File: config.mk
export PLATFORM = sky130hd
export DESIGN_NAME = rsa_sequencer
export DESIGN_NICKNAME = d
export VERILOG_FILES = /design/src/verilog/rsa_pkg.sv /design/src/verilog/rsa_timer_if.sv /design/src/verilog/rsa_gap_timer.sv /design/src/verilog/rsa_sequencer.sv
export VERILOG_INCLUDE_DIRS = /design/src /design/src/verilog
export SDC_FILE = /design/constraint.sdc
export NUM_CORES = 1
export LEC_CHECK = 0
export BUFFER_PORTS_ARGS = -buffer_cell sky130_fd_sc_hd__buf_2
export CAP_MARGIN = 20
export CORE_ASPECT_RATIO = 0.9
export CORE_MARGIN = 8
export CORE_UTILIZATION = 59
export CTS_CLUSTER_SIZE = 8
export DETAILED_ROUTE_END_ITERATION = 8
export GPL_ROUTABILITY_DRIVEN = 1
export PLACE_DENSITY_LB_ADDON = 0.25
export SETUP_SLACK_MARGIN = 0.02
export SKIP_CTS_REPAIR_TIMING = 1
export SLEW_MARGIN = 0
export SYNTH_ARGS = -nofsm -noshare
export SYNTH_HDL_FRONTEND = slang
export SYNTH_SLANG_ARGS = --single-unit
File: constraint.sdc
create_clock -name core_clk -period 3.05 [get_ports core_clk]
set_input_delay 0.4575 -clock core_clk [delete_from_list [all_inputs] [get_ports core_clk]]
set_output_delay 0.4575 -clock core_clk [all_outputs]
set_load 0.005 [all_outputs]
File: src/verilog/rsa_defines.svh
// Register offsets, field positions, reset values and timing figures
`ifndef RSA_DEFINES_SVH
`define RSA_DEFINES_SVH
`define RSA_OFS_MAIN_SEL 8'h23
`define RSA_OFS_BACKUP_SEL 8'h24
`define RSA_OFS_SWITCH_SEL 8'h25
`define RSA_RST_MAIN_SEL 8'h37
`define RSA_RST_BACKUP_SEL 8'h00
`define RSA_RST_SWITCH_SEL 8'ha8
`define RSA_BACKUP_WMASK 8'h33
`define RSA_HI_CODE_MSB 7
`define RSA_HI_CODE_LSB 4
`define RSA_LO_CODE_MSB 3
`define RSA_LO_CODE_LSB 0
`define RSA_B18_CODE_MSB 5
`define RSA_B18_CODE_LSB 4
`define RSA_B10_CODE_MSB 1
`define RSA_B10_CODE_LSB 0
`define RSA_CODE_FIRST_MAIN 4'h3
`define RSA_CODE_LAST_MAIN 4'ha
`define RSA_STROBE_FIRST 4'h1
`define RSA_STROBE_FIRST_SEALED 4'h3
`define RSA_STROBE_LAST 4'ha
`define RSA_GAP_SHORT_US 2000
`define RSA_GAP_LONG_US 5000
`define RSA_CLK_MHZ 25
`endif

File: src/verilog/rsa_pkg.sv
// Types shared by the strobe assignment sequencer and its gap timer
package rsa_pkg;
	localparam int RSA_RAILS = 6;
	localparam int RSA_CNT_W = 17;

	// Rail index order on rail_enable and rail_reg_enable
	typedef enum logic [2:0] {
		RSA_BUCK_BOOST = 3'b000,
		RSA_BUCK_THREE = 3'b001,
		RSA_BACKUP_1V0 = 3'b010,
		RSA_BACKUP_1V8 = 3'b011,
		RSA_LV_SWITCH = 3'b100,
		RSA_LINEAR = 3'b101
	} rsa_rail_e_t;

	typedef enum logic [2:0] {
		RSA_IDLE = 3'b000,
		RSA_UP_STROBE = 3'b001,
		RSA_UP_WAIT = 3'b010,
		RSA_DN_STROBE = 3'b011,
		RSA_DN_WAIT = 3'b100
	} rsa_state_t;

	typedef struct packed {
		rsa_state_t state;
		logic [7:0] main_sel;
		logic [7:0] backup_sel;
		logic [7:0] switch_sel;
		logic [3:0] strobe;
		logic [RSA_RAILS-1:0] seq_on;
		logic [RSA_RAILS-1:0] rail_en;
		logic [7:0] rdata;
		logic rd_valid;
		logic busy;
		logic tmr_start;
		logic [RSA_CNT_W-1:0] tmr_count;
	} rsa_core_t;

	typedef struct packed {
		logic active;
		logic done;
		logic [RSA_CNT_W-1:0] left;
	} rsa_timer_t;
endpackage

File: src/verilog/rsa_timer_if.sv
// Handshake between the sequencer and its inter-strobe gap timer
`timescale 1ns/1ps
interface rsa_timer_if;
	import rsa_pkg::*;
	logic start;
	logic [RSA_CNT_W-1:0] count;
	logic done;
	modport ctrl (output start, output count, input done);
	modport tmr (input start, input count, output done);
endinterface

File: src/verilog/rsa_gap_timer.sv
// Gap timer: counts the delay between two consecutive strobes
`timescale 1ns/1ps
module rsa_gap_timer
	import rsa_pkg::*;
(
	input wire logic core_clk,
	input wire logic rst,
	rsa_timer_if.tmr tif
);
	rsa_timer_t cur_reg;
	rsa_timer_t cur_next;

	// Done pulses exactly count cycles after the start pulse, for a count of two or more
	always_comb begin
		cur_next = cur_reg;
		cur_next.done = 1'b0;
		if (tif.start) begin
			cur_next.active = 1'b1;
			cur_next.left = tif.count - 17'h00001;
		end else if (cur_reg.active) begin
			if (cur_reg.left <= 17'h00001) begin
				cur_next.active = 1'b0;
				cur_next.done = 1'b1;
			end else begin
				cur_next.left = cur_reg.left - 17'h00001;
			end
		end
	end

	always_ff @(posedge core_clk or posedge rst) begin
		if (rst) begin
			cur_reg <= '0;
		end else begin
			cur_reg <= cur_next;
		end
	end

	assign tif.done = cur_reg.done;
endmodule // rsa_gap_timer

File: src/verilog/rsa_sequencer.sv
// Rail strobe assignment registers and the power-up/power-down strobe sequencer
`timescale 1ns/1ps
`include "rsa_defines.svh"
module rsa_sequencer
	import rsa_pkg::*;
#(
	parameter int GAP_SHORT_CYCLES = `RSA_GAP_SHORT_US * `RSA_CLK_MHZ,
	parameter int GAP_LONG_CYCLES = `RSA_GAP_LONG_US * `RSA_CLK_MHZ
)
(
	input wire logic core_clk,
	input wire logic rst,
	input wire logic reg_wr_en,
	input wire logic reg_rd_en,
	input wire logic [7:0] reg_addr,
	input wire logic [7:0] reg_wdata,
	output logic [7:0] reg_rdata,
	output logic reg_rd_valid,
	input wire logic power_up_req,
	input wire logic power_down_req,
	input wire logic freshness_seal_flag,
	input wire logic [8:0] gap_delay_select,
	input wire logic [RSA_RAILS-1:0] rail_reg_enable,
	output logic [RSA_RAILS-1:0] rail_enable,
	output logic seq_busy,
	output logic [3:0] seq_strobe
);
	rsa_core_t cur_reg;
	rsa_core_t cur_next;
	rsa_timer_if tif ();

	// ----------------------------------------------------------------
	// Code decoding
	// ----------------------------------------------------------------
	// Returns the strobe number a main code names, zero when uncontrolled
	function automatic logic [3:0] main_strobe(input logic [3:0] code);
		if (code >= `RSA_CODE_FIRST_MAIN && code <= `RSA_CODE_LAST_MAIN) begin
			main_strobe = code;
		end else begin
			main_strobe = 4'h0;
		end
	endfunction

	function automatic logic [3:0] backup_strobe(input logic [1:0] code);
		if (code == 2'h1 || code == 2'h2) begin
			backup_strobe = {2'h0, code};
		end else begin
			backup_strobe = 4'h0;
		end
	endfunction

	function automatic logic [3:0] rail_strobe(input rsa_core_t c, input int rail);
		unique case (rail)
			0: rail_strobe = main_strobe(c.main_sel[`RSA_HI_CODE_MSB:`RSA_HI_CODE_LSB]);
			1: rail_strobe = main_strobe(c.main_sel[`RSA_LO_CODE_MSB:`RSA_LO_CODE_LSB]);
			2: rail_strobe = backup_strobe(c.backup_sel[`RSA_B10_CODE_MSB:`RSA_B10_CODE_LSB]);
			3: rail_strobe = backup_strobe(c.backup_sel[`RSA_B18_CODE_MSB:`RSA_B18_CODE_LSB]);
			4: rail_strobe = main_strobe(c.switch_sel[`RSA_HI_CODE_MSB:`RSA_HI_CODE_LSB]);
			default: rail_strobe = main_strobe(c.switch_sel[`RSA_LO_CODE_MSB:`RSA_LO_CODE_LSB]);
		endcase
	endfunction

	function automatic logic [RSA_CNT_W-1:0] gap_cycles(input logic long_sel);
		if (long_sel) begin
			gap_cycles = RSA_CNT_W'(GAP_LONG_CYCLES);
		end else begin
			gap_cycles = RSA_CNT_W'(GAP_SHORT_CYCLES);
		end
	endfunction

	// ----------------------------------------------------------------
	// Next state
	// ----------------------------------------------------------------
	always_comb begin
		logic [3:0] first_strobe;
		logic [3:0] rs;
		first_strobe = freshness_seal_flag ? `RSA_STROBE_FIRST_SEALED : `RSA_STROBE_FIRST;
		rs = 4'h0;
		cur_next = cur_reg;
		cur_next.rd_valid = 1'b0;
		cur_next.tmr_start = 1'b0;

		// Register writes; reserved backup bits are never stored
		if (reg_wr_en) begin
			unique case (reg_addr)
				`RSA_OFS_MAIN_SEL: cur_next.main_sel = reg_wdata;
				`RSA_OFS_BACKUP_SEL: cur_next.backup_sel = reg_wdata & `RSA_BACKUP_WMASK;
				`RSA_OFS_SWITCH_SEL: cur_next.switch_sel = reg_wdata;
				default: ;
			endcase
		end

		// Reads show the stored codes; unmapped addresses read zero
		if (reg_rd_en) begin
			cur_next.rd_valid = 1'b1;
			unique case (reg_addr)
				`RSA_OFS_MAIN_SEL: cur_next.rdata = cur_reg.main_sel;
				`RSA_OFS_BACKUP_SEL: cur_next.rdata = cur_reg.backup_sel;
				`RSA_OFS_SWITCH_SEL: cur_next.rdata = cur_reg.switch_sel;
				default: cur_next.rdata = 8'h00;
			endcase
		end

		unique case (cur_reg.state)
			RSA_IDLE: begin
				if (power_up_req) begin
					cur_next.state = RSA_UP_STROBE;
					cur_next.strobe = first_strobe;
					cur_next.busy = 1'b1;
				end else if (power_down_req) begin
					cur_next.state = RSA_DN_STROBE;
					cur_next.strobe = `RSA_STROBE_LAST;
					cur_next.busy = 1'b1;
				end
			end
			RSA_UP_STROBE: begin
				// Every rail naming this strobe turns on in the same cycle
				for (int i = 0; i < RSA_RAILS; i++) begin
					rs = rail_strobe(cur_reg, i);
					if (rs != 4'h0 && rs == cur_reg.strobe) begin
						cur_next.seq_on[i] = 1'b1;
					end
				end
				if (cur_reg.strobe == `RSA_STROBE_LAST) begin
					cur_next.state = RSA_IDLE;
					cur_next.busy = 1'b0;
				end else begin
					cur_next.state = RSA_UP_WAIT;
					cur_next.tmr_start = 1'b1;
					cur_next.tmr_count = gap_cycles(gap_delay_select[cur_reg.strobe - 4'h1]);
				end
			end
			RSA_UP_WAIT: begin
				if (tif.done) begin
					cur_next.state = RSA_UP_STROBE;
					cur_next.strobe = cur_reg.strobe + 4'h1;
				end
			end
			RSA_DN_STROBE: begin
				for (int i = 0; i < RSA_RAILS; i++) begin
					rs = rail_strobe(cur_reg, i);
					if (rs != 4'h0 && rs == cur_reg.strobe) begin
						// Backup domain stays up once the seal is broken
						if (!(freshness_seal_flag && (i == 2 || i == 3))) begin
							cur_next.seq_on[i] = 1'b0;
						end
					end
				end
				if (cur_reg.strobe <= first_strobe) begin
					cur_next.state = RSA_IDLE;
					cur_next.busy = 1'b0;
				end else begin
					cur_next.state = RSA_DN_WAIT;
					cur_next.tmr_start = 1'b1;
					cur_next.tmr_count = gap_cycles(gap_delay_select[cur_reg.strobe - 4'h2]);
				end
			end
			RSA_DN_WAIT: begin
				if (tif.done) begin
					cur_next.state = RSA_DN_STROBE;
					cur_next.strobe = cur_reg.strobe - 4'h1;
				end
			end
			default: begin
				cur_next.state = RSA_IDLE;
				cur_next.busy = 1'b0;
			end
		endcase

		// Uncontrolled rails follow their register enable
		for (int i = 0; i < RSA_RAILS; i++) begin
			if (rail_strobe(cur_next, i) == 4'h0) begin
				cur_next.rail_en[i] = rail_reg_enable[i];
			end else begin
				cur_next.rail_en[i] = cur_next.seq_on[i];
			end
		end
	end

	// ----------------------------------------------------------------
	// State register
	// ----------------------------------------------------------------
	always_ff @(posedge core_clk or posedge rst) begin
		if (rst) begin
			cur_reg <= '0;
			cur_reg.state <= RSA_IDLE;
			cur_reg.main_sel <= `RSA_RST_MAIN_SEL;
			cur_reg.backup_sel <= `RSA_RST_BACKUP_SEL;
			cur_reg.switch_sel <= `RSA_RST_SWITCH_SEL;
		end else begin
			cur_reg <= cur_next;
		end
	end

	assign tif.start = cur_reg.tmr_start;
	assign tif.count = cur_reg.tmr_count;

	rsa_gap_timer u_gap_timer (
		.core_clk(core_clk),
		.rst(rst),
		.tif(tif.tmr)
	);

	assign reg_rdata = cur_reg.rdata;
	assign reg_rd_valid = cur_reg.rd_valid;
	assign rail_enable = cur_reg.rail_en;
	assign seq_busy = cur_reg.busy;
	assign seq_strobe = cur_reg.strobe;
endmodule // rsa_sequencer

==> impl_metrics.tcl <==
set metrics [dict create \
    p_switching_w 0.00157 \
    grt_overflow 0 \
    via_per_inst 6.12 \
    die_area_um2 10900 \
    synth_area_um2 4600 \
    max_stage_delay_ns 0.65 \
    ys.warnings.count 0 \
    rsz0062_at_grt "false" \
    p_leak_nw 2.26 \
    p_seq_share_pct 37.1 \
    io_pins 58 \
    critPathLaunchType "register" \
    nFillCells 603 \
    route.final.wire_length_um 10800 \
    ant_nets 0 \
    drt_iter0_drc 160 \
    layout.cells.non_filler 601 \
    ys_seq_area_share_pct 39.4 \
    largest_reg_flops 29 \
    cp_cell_sequence "inv_1, ha_1, a21boi_0, xnor2_1, mux2i_1, o21ai_0, a221o_1" \
    grt_pass1_wl_um 17800 \
    core-area_um2 7540 \
    syn_nets 516 \
    finalWorstSetupSlack_ns 0.718 \
    clock_latency_ns 0.35 \
    period_share_pct 76.5 \
    path_max_fanout 17 \
    die-height_um 99.8 \
    slowest_stage "dfrtp_1" \
    drc 1 \
    violations "DRC" \
    clkPwrFrac_pct 21.5 \
    ys_async_sr_fraction_pct 100 \
    nNetsFinal 553 \
    setup_viol_count_final 0 \
    synth_edf_count 0 \
    p_int_w 0.00237 \
    skew_ns 0.0109 \
    synthDistinctLibCells 67 \
    wl_per_cell_um 18.0 \
    cts.sinks 72 \
    place.gp.congestion 0.953 \
    p_comb_share_pct 41.4 \
    critPathTopFamily "compound AO/OA/AOI/OAI gates" \
    outcome "complete, but fails checks" \
    drive_gt1_share_pct 25.0 \
    grtUsageTotal_pct 20.4 \
    antenna_found_initial 0 \
    die_w_um 109 \
    slew_headroom_pct 49.4 \
    num_rows 30 \
    numCtsBuffers 9 \
    worstSetupPathType "reg2reg" \
    htree_levels 3 \
    clkSlewWorstSetupHoldPaths_ns 0.08 \
    antenna_cells 0 \
    start_util_pct 61.0 \
    syn_inst 463 \
    slew_violations 0 \
    holdWs_ns 0.232 \
    path_buf_inv 1 \
    clock_path_buffers 2 \
    synth_common_cells "dfrtp_1 (64), inv_1 (26), mux2_2 (24), nor2_1 (24), nand2_1 (21)" \
    cts-root-buf "clkbuf_8" \
    synthToLayoutAreaGrowth_pct 10.3 \
    tns_ns 0 \
    cts_tree "built" \
    cp.required_ns 3.29 \
    post-place-ws_ns 0.736 \
    power.density_nw_per_um2 777 \
    worst_slew_pin_slew_ns 0.758 \
    drv_cap 0 \
    fmax_mhz 429 \
    synth_flop_cell "dfrtp_1" \
    synth.most_common_cell "dfrtp_1" \
    switching_share_pct 39.8 \
    synth_area_leaders "dfrtp_1 (35%), mux2_2 (5.9%), dfstp_2 (4.6%), ha_1 (4.1%), xnor2_1 (3.2%)" \
    drt-pass1-iter-count 6 \
    min_period_ns 2.33 \
    synth_top_area_share_pct 34.8 \
    crit_arrival_ns 2.57 \
    yosys.area.top_type "dfrtp_1" \
    hpwl_um 7980 \
    syn_avg_cell_area_um2 9.93 \
    grt_pass1_vias 3779 \
    hold_violations 0 \
    hp-class "in2async" \
    ir_worst_vdd_uv 303 \
    grt_max_degree 39 \
    crit_path_end_kind "register" \
    num_vias 3678 \
    ys_ff_latch 72 \
    dp_cells 585 \
    io_buffer_count 57 \
]
==> path summary, 6_finish.rpt <==
path / from / to / slack [ns] / cells after the start
hold / removal: rst / cur_reg[35]$_DFF_PP0_ / 0.23 / 2
min in group core_clk: rail_reg_enable[1] / rail_enable[1]$_DFF_PP0_ / 0.32 / 3
max in group asynchronous: rst / cur_reg[64]$_DFF_PP1_ / 2.09 / 3
hold reg to reg: cur_reg[34]$_DFF_PP0_ / cur_reg[34]$_DFF_PP0_ / 0.52 / 2
setup reg to reg: seq_strobe[2]$_DFFE_PP0P_ / tif.count[13]$_DFFE_PP0P_ / 0.72 / 7
setup / recovery: seq_strobe[2]$_DFFE_PP0P_ / tif.count[13]$_DFFE_PP0P_ / 0.72 / 7
==> power groups by stage <==
stage	Clock (W)	Sequential [W]	Combinational, W
final	0.000848	0.00146	0.00163
after global routing	0.000903	0.00150	0.00180
after CTS	0.000855	0.00145	0.00163
after detailed placement	0	0.00147	0.00161
after global placement	0	0.00146	0.00155
after floorplan	0	0.00136	0.00132
==> per-layer routing <==
| metal | vias up | track usage (%) | wire length [µm] |
|---|---|---|---|
| met5 | - | 0 | 0 |
| met4 | 0 | 7.78 | 217 |
| met3 | 24 | 4.98 | 549 |
| met2 | 112 | 33.4 | 5270 |
| met1 | 1803 | 25.2 | 4780 |
| li1 | 1739 | - | - |
==> layout by cell type (no fill, tap or decap), types with 3 or more instances in the layout <==
cell	count
nand4b_1	3
o21ai_1	8
nor4_1	6
dfstp_2	8
or3_1	3
nor2b_1	8
o221ai_1	3
dfrtp_1	64
a211oi_1	3
o31ai_1	6
ha_1	15
buf_2	57
o21ai_0	9
a22oi_1	9
nand3b_1	5
a22o_1	4
xor2_1	15
nor3_1	14
nand3_1	8
nand4_1	3
mux2i_1	12
o211ai_1	4
and3_1	4
nand2_1	21
and2_1	3
mux4_2	4
clkbuf_8	9
a21oi_1	19
inv_1	25
o22ai_1	10
xnor2_1	17
nor3b_1	4
buf_4	7
nor2_1	24
a21boi_0	5
mux2_2	24
nand2b_1	10
==> worst reg2reg max path: stages, from the launching register on <==
cell and delay (ns):
dfrtp_1 0.65, inv_1 0.16, ha_1 0.21, a21boi_0 0.27, xnor2_1 0.23, mux2i_1 0.22, o21ai_0 0.12, a221o_1 0.36
==> cell type report <==
class,count,area [µm²],area share [%]
multi-input cells,326,2470,48.6
inverters,26,97.6,1.92
clock buffers,10,128,2.52
well taps,96,120,2.37
repair buffers,65,358,7.05
flip-flops and latches,72,1810,35.7
clock inverters,6,92.6,1.82
==> stage by stage <==
stage / util, % / total power (W) / area (µm²)
after floorplan: - / 0.00268 / 4600
after global placement: 64.3 / 0.00301 / 4850
after detailed placement: 64.3 / 0.00308 / 4850
after CTS: 67.2 / 0.00393 / 5070
after global routing: 67.2 / 0.00420 / 5070
final: 67.2 / 0.00394 / 5070
==> cell families (layout without fill, tap and decap cells) <==
kind of cell | count (synthesis) | after routing | synth area share, %
and+or+nand+nor | 130 | 130 | 16.3
buffers and inverters | 65 | 107 | 6.99
DFF | 72 | 72 | 39.4
xor gates and xnor gates | 32 | 32 | 6.09
muxes | 42 | 42 | 11.0
adders and majority gates | 15 | 15 | 4.08
AOI/OAI and AO/OA | 107 | 107 | 16.1
Note: power is estimated with default switching activity, not from simulation.
